File: src/core/tto_pkg.sv
// Purpose: Shared constants and types for the turn-on timeout fault response block
// Assumes: 200 MHz core clock; settings arrive as decoded command-code accesses
// Notes:   Time values in the settings use the 16-bit linear (exponent/mantissa) format
package tto_pkg;

  // Command codes of the settings held by this block
  localparam logic [7:0]  TTO_CODE_LIMIT   = 8'h62;  // Turn-on time limit, linear ms
  localparam logic [7:0]  TTO_CODE_REACT   = 8'h63;  // Timeout reaction byte
  localparam logic [7:0]  TTO_CODE_TOFF    = 8'h64;  // Turn-off wait time, linear ms
  localparam logic [7:0]  TTO_CODE_UNIT    = 8'hc8;  // Fault delay time unit, linear ms

  // Reset values of the settings
  localparam logic [15:0] TTO_RST_LIMIT    = 16'h0000;  // No limit
  localparam logic [7:0]  TTO_RST_REACT    = 8'h00;     // Ignore, no retry, 1 unit
  localparam logic [15:0] TTO_RST_TOFF     = 16'h0000;  // No turn-off wait
  localparam logic [15:0] TTO_RST_UNIT     = 16'h0001;  // One ms per unit

  // Reaction field codes
  localparam logic [1:0]  TTO_RESP_IGNORE  = 2'h0;  // Keep regulating
  localparam logic [1:0]  TTO_RESP_DELAY   = 2'h1;  // Run for delay, then retry logic
  localparam logic [1:0]  TTO_RESP_RETRY   = 2'h2;  // Disable now, then retry logic
  localparam logic [1:0]  TTO_RESP_RESUME  = 2'h3;  // Off while fault persists
  localparam logic [2:0]  TTO_RETRY_NONE   = 3'h0;  // No restart attempt
  localparam logic [2:0]  TTO_RETRY_FOREVER = 3'h7; // Unlimited restarts

  // Timing: one ms expressed in core clock cycles
  localparam int unsigned TTO_CLK_PERIOD_PS = 5000;        // 200 MHz
  localparam int unsigned TTO_MS_PS         = 1000000000;  // One millisecond
  localparam int unsigned TTO_CYC_PER_MS    = TTO_MS_PS / TTO_CLK_PERIOD_PS;

  // Reaction byte layout: response 7:6, retries 5:3, delay 2:0
  typedef struct packed {
    logic [1:0] resp;   // Response action
    logic [2:0] retry;  // Retry setting
    logic [2:0] dly;    // Delay exponent
  } tto_react_t;

  // Command-code access from the bus engine
  typedef struct packed {
    logic        wr;    // Write strobe, one cycle
    logic        rd;    // Read strobe, one cycle
    logic [7:0]  code;  // Command code
    logic [15:0] data;  // Write data, low byte only for byte settings
  } tto_cmd_t;

  // Read answer toward the bus engine
  typedef struct packed {
    logic        ack;   // One-cycle answer strobe
    logic        hit;   // Code belongs to this block
    logic [15:0] data;  // Read data
  } tto_rsp_t;

  // Linear format to whole milliseconds; negative values count as zero
  function automatic logic [31:0] tto_lin_ms(input logic [15:0] v);
    logic [31:0] m;
    logic [4:0]  e;
    m = {21'h000000, v[10:0]};
    e = v[15:11];
    if (v[10]) begin
      m = 32'h00000000;
    end
    if (e[4]) begin
      return m >> (5'h00 - e);
    end
    return m << e;
  endfunction : tto_lin_ms

endpackage : tto_pkg

File: src/core/tto_ms_timer.sv
// Purpose: Millisecond down-counter shared by all waits of the fault response
// Assumes: Load is a one-cycle strobe from logic on the same clock
// Notes:   Done is a level that stays high until the next load
`timescale 1ns/1ps
`default_nettype none
module tto_ms_timer
  import tto_pkg::*;
#(
  parameter int unsigned CYC_PER_MS = TTO_CYC_PER_MS  // Clock cycles per ms
) (
  input  wire logic        clk_in,      // Core clock
  input  wire logic        nrst_in,     // Async reset, active low
  input  wire logic        load_in,     // Start a new wait
  input  wire logic [31:0] load_ms_in,  // Wait length in ms
  output var  logic        done_out     // Wait elapsed
);

  localparam int PW = (CYC_PER_MS > 1) ? $clog2(CYC_PER_MS) : 1;  // Prescaler width

  // Refuse a prescaler that cannot count
  if (CYC_PER_MS < 2) begin : g_chk
    $error("tto_ms_timer: CYC_PER_MS must be at least 2");
  end

  logic [31:0]   ms_q,   ms_d;    // Remaining ms
  logic [PW-1:0] pre_q,  pre_d;   // Cycles left in current ms
  logic          done_q, done_d;  // Elapsed flag

  // Next-value logic: reload restarts the prescaler so every wait is whole ms
  always_comb begin
    ms_d   = ms_q;
    pre_d  = pre_q;
    done_d = done_q;
    if (load_in) begin
      ms_d   = load_ms_in;
      pre_d  = PW'(CYC_PER_MS - 1);
      done_d = (load_ms_in == 32'h00000000);  // Zero wait ends at once
    end else if (!done_q) begin
      if (pre_q == '0) begin
        pre_d = PW'(CYC_PER_MS - 1);
        if (ms_q <= 32'h00000001) begin
          ms_d   = 32'h00000000;
          done_d = 1'b1;
        end else begin
          ms_d = ms_q - 32'h00000001;
        end
      end else begin
        pre_d = pre_q - PW'(1);
      end
    end
  end

  // State registers
  always_ff @(posedge clk_in or negedge nrst_in) begin
    if (!nrst_in) begin
      ms_q   <= 32'h00000000;
      pre_q  <= '0;
      done_q <= 1'b1;
    end else begin
      ms_q   <= ms_d;
      pre_q  <= pre_d;
      done_q <= done_d;
    end
  end

  assign done_out = done_q;

endmodule : tto_ms_timer
`default_nettype wire

File: src/core/tto_fault_resp.sv
// Purpose: Turn-on timeout detection and fault response sequencing
// Assumes: Run command and output-good comparator are asynchronous levels
`timescale 1ns/1ps
`default_nettype none
module tto_fault_resp
  import tto_pkg::*;
#(
  parameter int unsigned CYC_PER_MS = TTO_CYC_PER_MS  // Shorten for simulation
) (
  input  wire logic     clk_in,          // Core clock, 200 MHz
  input  wire logic     nrst_in,         // Async reset, active low
  input  wire tto_cmd_t cmd_in,          // Command-code access
  input  wire logic     run_cmd_in,      // Output commanded on (pin/operation)
  input  wire logic     vout_ok_in,      // Output above undervoltage threshold
  input  wire logic     clear_fault_in,  // Clear faults strobe, same clock
  input  wire logic     other_fault_in,  // Another fault forces shutdown
  output var  tto_rsp_t rsp_out,         // Read answer
  output var  logic     pwr_on_out,      // Power stage enabled
  output var  logic     fall_start_out,  // Output fall begins, pulse
  output var  logic     fault_out,       // Timeout fault flag
  output var  logic [2:0] tries_out      // Restart attempts used
);

  // One-hot sequencer states
  typedef enum logic [7:0] {
    ST_OFF    = 8'h01,  // Output off, idle
    ST_START  = 8'h02,  // Ramping up, limit running
    ST_RUN    = 8'h04,  // Regulating
    ST_CONT   = 8'h08,  // Running through fault delay
    ST_WAIT   = 8'h10,  // Off, waiting to restart
    ST_HOLD   = 8'h20,  // Off until fault cleared
    ST_RESUME = 8'h40,  // Off while fault persists
    ST_STOP   = 8'h80   // Turn-off wait before fall
  } tto_state_t;

  tto_state_t  st_q, st_d;             // Sequencer state
  logic [15:0] limit_q, limit_d;       // Turn-on time limit setting
  tto_react_t  react_q, react_d;       // Reaction setting
  logic [15:0] toff_q, toff_d;         // Turn-off wait setting
  logic [15:0] unit_q, unit_d;         // Fault time unit setting
  logic [2:0]  tries_q, tries_d;       // Attempts used
  logic        fault_q, fault_d;       // Timeout fault flag
  logic        pwr_q, pwr_d;           // Power enable
  logic        fall_q, fall_d;         // Fall start pulse
  tto_rsp_t    rsp_q, rsp_d;           // Read answer
  logic [1:0]  run_sync_q;             // Run command synchroniser
  logic [1:0]  vok_sync_q;             // Output-good synchroniser
  logic        run_cmd;                // Synchronised run command
  logic        vout_ok;                // Synchronised output good
  logic [31:0] limit_ms;               // Limit in ms
  logic [31:0] toff_ms;                // Turn-off wait in ms
  logic [31:0] unit_ms;                // One delay unit in ms
  logic [31:0] delay_ms;               // Decoded delay in ms
  logic        lim_zero;               // Timeout disabled
  logic        tm_load;                // Restart timer
  logic [31:0] tm_ms;                  // Timer load value
  logic        tm_done;                // Timer elapsed
  logic        tmo_evt;                // Timeout detected this cycle

  // Two-flop synchronisers for the asynchronous levels
  always_ff @(posedge clk_in or negedge nrst_in) begin
    if (!nrst_in) begin
      run_sync_q <= 2'h0;
      vok_sync_q <= 2'h0;
    end else begin
      run_sync_q <= {run_sync_q[0], run_cmd_in};
      vok_sync_q <= {vok_sync_q[0], vout_ok_in};
    end
  end
  assign run_cmd = run_sync_q[1];
  assign vout_ok = vok_sync_q[1];

  // Time decoding of the settings
  assign limit_ms = tto_lin_ms(limit_q);
  assign toff_ms  = tto_lin_ms(toff_q);
  assign unit_ms  = tto_lin_ms(unit_q);             // Shared fault unit
  assign delay_ms = unit_ms << react_q.dly;         // 1..128 units
  assign lim_zero = (limit_ms == 32'h00000000);     // No timeout
  assign tmo_evt  = (st_q == ST_START) && !vout_ok && !lim_zero && tm_done;

  // Settings writes and reads, decoded by command code
  always_comb begin
    limit_d = limit_q;
    react_d = react_q;
    toff_d  = toff_q;
    unit_d  = unit_q;
    rsp_d   = '0;
    if (cmd_in.wr) begin
      if (cmd_in.code == TTO_CODE_LIMIT) begin
        limit_d = cmd_in.data;
      end else if (cmd_in.code == TTO_CODE_REACT) begin
        react_d = cmd_in.data[7:0];
      end else if (cmd_in.code == TTO_CODE_TOFF) begin
        toff_d = cmd_in.data;
      end else if (cmd_in.code == TTO_CODE_UNIT) begin
        unit_d = cmd_in.data;
      end
    end
    if (cmd_in.rd) begin
      rsp_d.ack = 1'b1;
      rsp_d.hit = 1'b1;
      if (cmd_in.code == TTO_CODE_LIMIT) begin
        rsp_d.data = limit_q;
      end else if (cmd_in.code == TTO_CODE_REACT) begin
        rsp_d.data = {8'h00, react_q};
      end else if (cmd_in.code == TTO_CODE_TOFF) begin
        rsp_d.data = toff_q;
      end else if (cmd_in.code == TTO_CODE_UNIT) begin
        rsp_d.data = unit_q;
      end else begin
        rsp_d.hit = 1'b0;                 // Not ours, reads zero
      end
    end
  end

  // Settings and answer registers
  always_ff @(posedge clk_in or negedge nrst_in) begin
    if (!nrst_in) begin
      limit_q <= TTO_RST_LIMIT;
      react_q <= TTO_RST_REACT;
      toff_q  <= TTO_RST_TOFF;
      unit_q  <= TTO_RST_UNIT;
      rsp_q   <= '0;
    end else begin
      limit_q <= limit_d;
      react_q <= react_d;
      toff_q  <= toff_d;
      unit_q  <= unit_d;
      rsp_q   <= rsp_d;
    end
  end

  // Sequencer next state; timer reloads on every state change
  always_comb begin
    st_d    = st_q;
    tries_d = tries_q;
    fault_d = fault_q;
    fall_d  = 1'b0;
    if (tmo_evt) begin
      fault_d = 1'b1;                     // Set wins over a clear
    end else if (clear_fault_in) begin
      fault_d = 1'b0;                     // Cleared by the host
    end
    if (other_fault_in) begin
      st_d    = ST_OFF;                   // Another fault shuts down
      tries_d = 3'h0;
    end else if (!run_cmd && (st_q != ST_OFF) && (st_q != ST_STOP)) begin
      tries_d = 3'h0;                     // Commanded off
      if (pwr_q) begin
        st_d = ST_STOP;                   // Wait before fall
      end else begin
        st_d = ST_OFF;
      end
    end else begin
      case (st_q)
        ST_OFF: begin
          if (run_cmd) begin
            st_d = ST_START;
          end
        end
        ST_START: begin
          if (vout_ok) begin
            st_d    = ST_RUN;
            tries_d = 3'h0;               // Started well
          end else if (tmo_evt) begin
            case (react_q.resp)
              TTO_RESP_IGNORE: st_d = ST_RUN;     // Keep regulating
              TTO_RESP_DELAY:  st_d = ST_CONT;    // Keep running
              TTO_RESP_RETRY:  st_d = ST_HOLD;    // Off now, retry below
              default:         st_d = ST_RESUME;
            endcase
          end
        end
        ST_RUN: begin
          if (clear_fault_in) begin
            tries_d = 3'h0;
          end
        end
        ST_CONT: begin
          if (tm_done) begin
            if (vout_ok) begin
              st_d    = ST_RUN;
              tries_d = 3'h0;
            end else begin
              st_d = ST_HOLD;             // Retry logic below
            end
          end
        end
        ST_WAIT: begin
          if (tm_done) begin
            st_d = ST_START;              // Next attempt
          end
        end
        ST_HOLD: begin
          if (clear_fault_in) begin
            st_d    = ST_OFF;
            tries_d = 3'h0;
          end
        end
        ST_RESUME: begin
          if (clear_fault_in || vout_ok) begin
            st_d = ST_START;              // Fault gone, enable again
          end
        end
        ST_STOP: begin
          if (run_cmd) begin
            st_d = ST_START;
          end else if (tm_done) begin
            st_d   = ST_OFF;
            fall_d = 1'b1;                // Fall starts now
          end
        end
        default: st_d = ST_OFF;
      endcase
      // A disable that may retry: choose wait or hold by the retry setting
      if ((st_d == ST_HOLD) && (st_q != ST_HOLD)) begin
        if (react_q.retry == TTO_RETRY_FOREVER) begin
          st_d = ST_WAIT;                 // Unlimited
        end else if ((react_q.retry != TTO_RETRY_NONE) && (tries_q < react_q.retry)) begin
          st_d    = ST_WAIT;              // Attempts remain
          tries_d = tries_q + 3'h1;
        end
      end
    end
    pwr_d = (st_d == ST_START) || (st_d == ST_RUN) || (st_d == ST_CONT) || (st_d == ST_STOP);
  end

  // Timer load value for the state being entered
  always_comb begin
    tm_load = (st_d != st_q);
    tm_ms   = 32'h00000000;
    case (st_d)
      ST_START: tm_ms = limit_ms;
      ST_CONT:  tm_ms = delay_ms;
      ST_WAIT:  tm_ms = delay_ms;
      ST_STOP:  tm_ms = toff_ms;
      default:  tm_ms = 32'h00000000;
    endcase
  end

  // Sequencer registers
  always_ff @(posedge clk_in or negedge nrst_in) begin
    if (!nrst_in) begin
      st_q    <= ST_OFF;
      tries_q <= 3'h0;
      fault_q <= 1'b0;
      pwr_q   <= 1'b0;
      fall_q  <= 1'b0;
    end else begin
      st_q    <= st_d;
      tries_q <= tries_d;
      fault_q <= fault_d;
      pwr_q   <= pwr_d;
      fall_q  <= fall_d;
    end
  end

  // Shared millisecond wait timer
  tto_ms_timer #(
    .CYC_PER_MS (CYC_PER_MS)
  ) u_timer (
    .clk_in     (clk_in),
    .nrst_in    (nrst_in),
    .load_in    (tm_load),
    .load_ms_in (tm_ms),
    .done_out   (tm_done)
  );

  assign rsp_out        = rsp_q;
  assign pwr_on_out     = pwr_q;
  assign fall_start_out = fall_q;
  assign fault_out      = fault_q;
  assign tries_out      = tries_q;
endmodule : tto_fault_resp
`default_nettype wire

File: config.mk
export PLATFORM = sky130hd
export DESIGN_NAME = tto_fault_resp
export DESIGN_NICKNAME = d
export VERILOG_FILES = /design/src/core/tto_pkg.sv /design/src/core/tto_ms_timer.sv /design/src/core/tto_fault_resp.sv
export SDC_FILE = /design/constraint.sdc
export NUM_CORES = 1
export LEC_CHECK = 0
export BUFFER_PORTS_ARGS = -buffer_cell sky130_fd_sc_hd__buf_4
export CORE_ASPECT_RATIO = 0.5
export CORE_MARGIN = 2
export CORE_UTILIZATION = 50
export DETAILED_ROUTE_END_ITERATION = 16
export GPL_ROUTABILITY_DRIVEN = 0
export PLACE_DENSITY = 0.69
export SETUP_SLACK_MARGIN = 0.5
export SLEW_MARGIN = 10
export SYNTH_ARGS = -nofsm -noshare
export SYNTH_HDL_FRONTEND = slang
export SYNTH_SLANG_ARGS = --single-unit
File: constraint.sdc
create_clock -name clk_in -period 4.45 [get_ports clk_in]
set_input_delay 1.335 -clock clk_in [delete_from_list [all_inputs] [get_ports clk_in]]
set_output_delay 1.335 -clock clk_in [all_outputs]
set_load 0.01 [all_outputs]
==> results of run 1 <==
-- cells by family after synthesis --
family / after synthesis
flops: 143
mux: 171
buf+inv: 179
fa+ha+maj: 9
compound gates: 453
xor+xnor: 21
simple gates: 641
-- layout make-up --
| class | count | area [um^2] | share of cell area (%) |
|---|---|---|---|
| Multi-Input combinational cell | 1295 | 9440 | 60.1 |
| Sequential cell | 143 | 3590 | 22.9 |
| Clock buffer | 17 | 425 | 2.71 |
| Inverter | 40 | 155 | 0.987 |
| Tap cell | 344 | 430 | 2.74 |
| Clock inverter | 15 | 175 | 1.11 |
| Timing Repair Buffer | 170 | 1500 | 9.52 |
-- sequential cells by signal (all words and copies together) (netlist names), 2 cells and up --
name	cells
u_timer.ms_q	32
rsp_out	18
u_timer.pre_q	18
limit_q	16
toff_q	16
unit_q	16
react_q	8
st_q	8
tries_out	3
run_sync_q	2
vok_sync_q	2
-- routing by layer --
layer  global-route usage (%)  vias up
met5                        0        -
met4                     10.6        2
met3                     8.78      179
met2                     45.9     1053
met1                     48.5     6802
li1                         -     6231
-- power by group through the flow --
stage / Clock [W] / Sequential, W / Combinational, W
floorplan: 0 / 0.00158 / 0.00124
global placement: 0 / 0.00168 / 0.00156
detailed placement: 0 / 0.00169 / 0.00161
CTS: 0.00149 / 0.00167 / 0.00168
global route: 0.00156 / 0.00173 / 0.00240
finish: 0.00148 / 0.00171 / 0.00226
-- path summary, 6_finish.rpt --
kind,start,to,slack (ns),cells after the start
setup / recovery,limit_q[11],u_timer.ms_q[17],0.44,15
hold / removal,run_sync_q[0],run_sync_q[1],0.36,0
setup reg to reg,limit_q[11],u_timer.ms_q[17],0.44,15
hold reg to reg,run_sync_q[0],run_sync_q[1],0.36,0
max in group asynchronous,nrst_in,st_q[0],2.76,2
min in group asynchronous,nrst_in,u_timer.pre_q[16],0.90,1
-- stage by stage --
stage / setup WS (ns) / cell area (um^2) / hold slack [ns] / utilization (%)
6_report: 0.440 / 15700 / 0.355 / 61.6
5_1_grt: 0.350 / 15700 / 0.363 / 61.6
3_3_place_gp: 0.0362 / 14000 / 0.338 / 55.1
2_1_floorplan: 0.483 / 13300 / 0.331 / -
4_1_cts: 0.475 / 14900 / 0.357 / 58.5
3_5_place_dp: -0.0231 / 14000 / 0.338 / 55.1
-- cell usage in the layout (no fill, tap or decap), types with 17 or more instances in the layout --
master	Yosys	routed
buf_4	1	147
nor2_1	150	146
dfrtp_1	140	133
nand2_1	133	129
a21oi_1	107	96
o21ai_0	98	95
mux2_2	80	76
nor3_1	74	68
mux2i_1	63	57
nand3_1	49	49
inv_1	38	36
nor2b_1	32	30
nand2b_1	33	28
mux4_2	21	23
nor4_1	27	23
clkbuf_16	0	20
o22ai_1	19	19
nand4_1	18	18
and3_1	17	17
a222oi_1	17	17
-- timing repair --
item                                    CTS  global route
setup buffers                            16            27
gates cloned                              1             5
endpoints found under the setup margin   53            54
resized for setup                        32           103
pin swaps                                 4            16
==> out/metrics.csv, run 1 <==
metric,value,unit
grt_overflow,0,
worst_slew_pin_slew,1.08,ns
first_global_vias,12800,
clk_path_buf_depth,2,
crit_path_top_delay_cell,or4_4,
start_util,51.5,%
drt_iter0_drc,2462,
ys_async_sr_fraction,100,%
coreArea,25500,um^2
hold_viol,0,
startpoint_type,flop,
synthXorXnorAreaFrac,1.40,%
clk_pin_slew,0.06,ns
wl,46700,um
synth_top_area_share,26.7,%
die-area,27700,um^2
nNetsFinal,1708,
worstPathArrival,4.38,ns
synth_area_per_cell,8.13,um^2
finalSetupViolCount,0,
worst-setup-path-type,flop to flop,
fillers,2094,
tritoncts,done,
viasPerCell,7.05,
sw_frac_of_total,38.7,%
crit_chain,clkinv_4 > ha_4 > mux2_4 > mux4_2 > nand2_2 > nand2_2 > or4_4 > nor3_2 > a21o_1 > a221oi_2 > buf_4 > buf_4 > nor3_1 > a21oi_1 > a31oi_1,
crit_fanout,7,
p_seq_share,31.4,%
p_switching,0.00211,W
p_clk_share,27.1,%
drive_gt1_share,26.0,%
synth_compound_area_share,23.4,%
hpwlAfterDp,32600,um
htreeDepth,4,
end_kind,flop,
postRouteAntennaNets,0,
num_vias,14300,
syn_area,13100,um^2
yosys-top-cells-count,"nor2_1, dfrtp_1, nand2_1",
n_antenna_cell,0,
synth.largest_area_cell,dfrtp_1,
rsz0062_at_grt,yes,
cts_buffers,17,
syn_nets,1658,
dp.cells,1943,
portBuffers,55,
synth_top_family_by_area,simple AND/OR/NAND/NOR gates,
power_density,347,nW/um^2
dr_wl_met2,19500,um
synth-simple-area-share,25.1,%
wl_per_cell,23.0,um
max_stage_delay,0.55,ns
synth.area.mux_share,16.4,%
drv_slew,0,
hold_class,flop to flop,
power,0.00544,W
internal-power,0.00334,W
wl_met1,19800,um
clk_latency,0.45,ns
dieWidth,233,um
route.detailed.drc,0,
yosys_warnings,0,
ys_seq_elements,143,
cts_sinks,143,
routed.top_layer,met5,
grt_pass1_wl,72000,um
synth_ff_type,dfrtp_1,
p_leak,6.22,nW
cts_root_buf,clkbuf_16,
syn_to_final_growth,19.5,%
synthTopCellsByArea,"dfrtp_1, mux2_2, mux2i_1",
grt_max_degree,88,
cap_violations,0,
hold_buffers,0,
netlist_instances,1617,
ys_types,90,
fin_crit_sh,90.1,%
instances_no_fill,2024,
antenna_found_initial,1,
synthAdderAreaFrac,0.857,%
die_h,119,um
critPathTopFamily,simple AND/OR/NAND/NOR gates,
synth.most_common_cell,nor2_1,
min_period,4.01,ns
met3_length,5790,um
io_pins,56,
required,4.82,ns
path_buf_inv,3,
synth-seq-area-share,27.3,%
status,"finished, final reports clean",
max_freq,249,MHz
vdd_drop_max,248,uV
first_pass_iters,9,
rows,41,
slew_headroom,27.7,%
synth_edf_count,0,
track_usage,32.8,%
finalSetupTns,0,ns
skew,0.00842,ns
pwr-share-comb,41.5,%
Note: power is estimated with default switching activity, not from simulation.
==> inputs of run 2 (changes only) <==
--- a/config.mk
+++ b/config.mk
@@ -5,13 +5,15 @@
 export SDC_FILE = /design/constraint.sdc
 export NUM_CORES = 1
 export LEC_CHECK = 0
+export ABC_AREA = 1
 export BUFFER_PORTS_ARGS = -buffer_cell sky130_fd_sc_hd__buf_4
 export CORE_ASPECT_RATIO = 0.5
 export CORE_MARGIN = 2
 export CORE_UTILIZATION = 50
 export DETAILED_ROUTE_END_ITERATION = 16
 export GPL_ROUTABILITY_DRIVEN = 0
-export PLACE_DENSITY = 0.69
+export GPL_TIMING_DRIVEN = 0
+export PLACE_DENSITY = 0.7
 export SETUP_SLACK_MARGIN = 0.5
 export SLEW_MARGIN = 10
 export SYNTH_ARGS = -nofsm -noshare
==> out/metrics.csv, run 2 <==
metric,value,unit,change
yosys-top-cells-count,"nand2_1, o21ai_0, inv_1",,"was nor2_1, dfrtp_1, nand2_1"
die_h,115,um,was 119 um
worst_slack,0.562,ns,was 0.440 ns
start_util,51.3,%,was 51.5%
rrSetupSlack,0.56,ns,was 0.44 ns
p_switching,0.00288,W,was 0.00211 W
reg2reg_to,u_timer.ms_q[26],,was u_timer.ms_q[17]
mostFrequentLayoutCells,"nand2_1, o21ai_0, inv_1, nor2_1, nand3_1",,"was buf_4, nor2_1, dfrtp_1, nand2_1, a21oi_1"
n_antenna_cell,0,,unchanged
cp_num_cells,30,,was 15
rows,40,,was 41
final_common_cell,nand2_1,,was buf_4
crit_path_top_delay_cell,dfrtp_1,,was or4_4
yosys_warnings,0,,unchanged
io_pins,56,,unchanged
r2r_cells,30,,was 15
syn_nets,2058,,was 1658
grt_max_degree,103,,was 88
cts_root_buf,clkbuf_16,,unchanged
track_usage,32.4,%,was 32.8%
fillers,2334,,was 2094
route.detailed.drc,0,,unchanged
startpoint_type,flop,,unchanged
viasPerCell,5.69,,was 7.05
finalSetupViolCount,0,,unchanged
status,"finished, final reports clean",,unchanged
cap_violations,0,,unchanged
clk_pin_slew,0.07,ns,was 0.06 ns
finalSetupTns,0,ns,unchanged
htreeDepth,4,,unchanged
sw_frac_of_total,44.8,%,was 38.7%
hold_viol,0,,unchanged
grt_pass1_wl,66100,um,was 72000 um
p_seq_share,25.9,%,was 31.4%
pwr-share-comb,50.2,%,was 41.5%
worstReg2RegStart,limit_q[12],,was limit_q[11]
hold_class,flop to flop,,unchanged
max_freq,257,MHz,was 249 MHz
p_clk_share,24.0,%,was 27.1%
drt_iter0_drc,1754,,was 2462
critPathTopFamily,simple AND/OR/NAND/NOR gates,,unchanged
fin_crit_sh,87.4,%,was 90.1%
internal-power,0.00356,W,was 0.00334 W
dieWidth,226,um,was 233 um
path_buf_inv,6,,was 3
hpwlAfterDp,31600,um,was 32600 um
syn_to_final_growth,18.0,%,was 19.5%
post_dp_cell_area,13200,um^2,was 14000 um^2
die-area,26100,um^2,was 27700 um^2
worstPathArrival,4.29,ns,was 4.38 ns
syn_area,12400,um^2,was 13100 um^2
postRouteAntennaNets,0,,unchanged
cts_buffers,17,,unchanged
regArea,3580,um^2,was 3590 um^2
first_global_vias,12700,,was 12800
vdd_drop_max,270,uV,was 248 uV
rsz0062_at_grt,no,,was yes
num_vias,14100,,was 14300
top_register,u_timer.ms_q,,unchanged
synth.largest_area_cell,dfrtp_1,,unchanged
synth_ff_type,dfrtp_1,,unchanged
ys_types,58,,was 90
tritoncts,done,,unchanged
ys_async_sr_fraction,100,%,unchanged
holdPathStages,0,,unchanged
wl,41800,um,was 46700 um
synth_top_area_share,28.3,%,was 26.7%
synth.most_common_cell,nand2_1,,was nor2_1
required,4.85,ns,was 4.82 ns
drv_slew,0,,unchanged
multi_input_area,7780,um^2,was 9440 um^2
coreArea,24100,um^2,was 25500 um^2
drive_gt1_share,13.2,%,was 26.0%
largest_register_ffs,32,,unchanged
slew_headroom,30.7,%,was 27.7%
worst-setup-path-type,flop to flop,,unchanged
hold_buffers,0,,unchanged
power_density,441,nW/um^2,was 347 nW/um^2
ys_seq_elements,143,,unchanged
p_leak,7.01,nW,was 6.22 nW
clk_latency,0.46,ns,was 0.45 ns
nNetsFinal,2170,,was 1708
design_area,14600,um^2,was 15700 um^2
crit_fanout,7,,unchanged
worst_slew_pin_slew,1.03,ns,was 1.08 ns
synth_edf_count,0,,unchanged
synth-seq-area-share,29.0,%,was 27.3%
cts_sinks,143,,unchanged
skew,0.0105,ns,was 0.00842 ns
netlist_instances,2017,,was 1617
first_pass_iters,7,,was 9
portBuffers,55,,unchanged
max_stage_delay,0.38,ns,was 0.55 ns
min_period,3.89,ns,was 4.01 ns
crit_end,u_timer.ms_q[26],,was u_timer.ms_q[17]
antenna_found_initial,0,,was 1
synth_area_per_cell,6.13,um^2,was 8.13 um^2
grt_overflow,0,,unchanged
crit_path_start,limit_q[12],,was limit_q[11]
wl_per_cell,16.9,um,was 23.0 um
clk_path_buf_depth,2,,unchanged
synthTopCellsByArea,"dfrtp_1, nand2_1, o21ai_0",,"was dfrtp_1, mux2_2, mux2i_1"
end_kind,flop,,unchanged
pre_cts_slack,-0.160,ns,was -0.0231 ns
## run 2: cell types whose count changed after synthesis, moves of 19 or more
| cell | change |
|---|---|
| a21oi_1 | -55 |
| clkbuf_1 | -42 |
| inv_1 | +185 |
| mux2_2 | -80 |
| mux2i_1 | -50 |
| mux4_2 | -21 |
| nand2_1 | +397 |
| nand2b_1 | -33 |
| nand3_1 | +139 |
| nor2_1 | +64 |
| nor2b_1 | -32 |
| nor3_1 | -31 |
| o21ai_0 | +148 |
| o21ai_1 | +19 |
## run 2: stage by stage
step / cells / total power (W) / hold WS [ns] / util (%)
floorplan: 2017 / 0.00368 / 0.331 / -
global placement: 2408 / 0.00435 / 0.333 / 54.7
detailed placement: 2409 / 0.00437 / 0.343 / 54.9
CTS: 2453 / 0.00615 / 0.360 / 58.7
global route: 2478 / 0.00688 / 0.372 / 60.5
finish: 2478 / 0.00644 / 0.360 / 60.5
## run 2: worst min-delay path by stage
stage                             start            end
after detailed placement  run_sync_q[0]  run_sync_q[1]
final                     run_sync_q[0]  run_sync_q[1]
after floorplan           run_sync_q[0]  run_sync_q[1]
after global placement    vok_sync_q[0]  vok_sync_q[1]
after global routing      run_sync_q[0]  run_sync_q[1]
after CTS                 run_sync_q[0]  run_sync_q[1]
## run 2: final cells by class
class | count | area share (%)
buffer | 93 | 3.47
clock buffer | 17 | 2.91
clock inverter | 15 | 1.29
inverter | 243 | 6.37
multi-input combinational | 1538 | 53.3
sequential | 143 | 24.5
tap | 336 | 2.88
timing repair buffer | 93 | 5.25
## run 2: repair_timing
item,CTS,global route
gates cloned,2,1
resized for setup,57,72
buffers inserted,10,24
endpoints found under the setup margin,51,50
pin swaps,10,35
## run 2: kinds of logic after synthesis
kind of cell | count (synthesis) | share of synthesized area, %
fa+ha+maj | 9 | 0.910
buf+inv | 336 | 10.9
simple gates | 1070 | 37.2
xor+xnor | 34 | 2.41
flops | 143 | 29.0
compound gates | 412 | 18.6
mux | 13 | 1.05
## run 2: metal layers
layer | GRT usage, % | vias up | wire length, um
met2 | 48.2 | 691 | 17300
met4 | 10.1 | 0 | 1050
met5 | 0 | - | 0
met3 | 8.92 | 108 | 4300
li1 | - | 6890 | -
met1 | 45.9 | 6406 | 19100
## run 2: power by group through the flow
stage               Sequential [W]  Clock (W)  Combinational (W)
floorplan                  0.00163          0            0.00204
global placement           0.00168          0            0.00267
detailed placement         0.00168          0            0.00270
CTS                        0.00166    0.00156            0.00294
global route               0.00169    0.00161            0.00358
finish                     0.00167    0.00155            0.00323
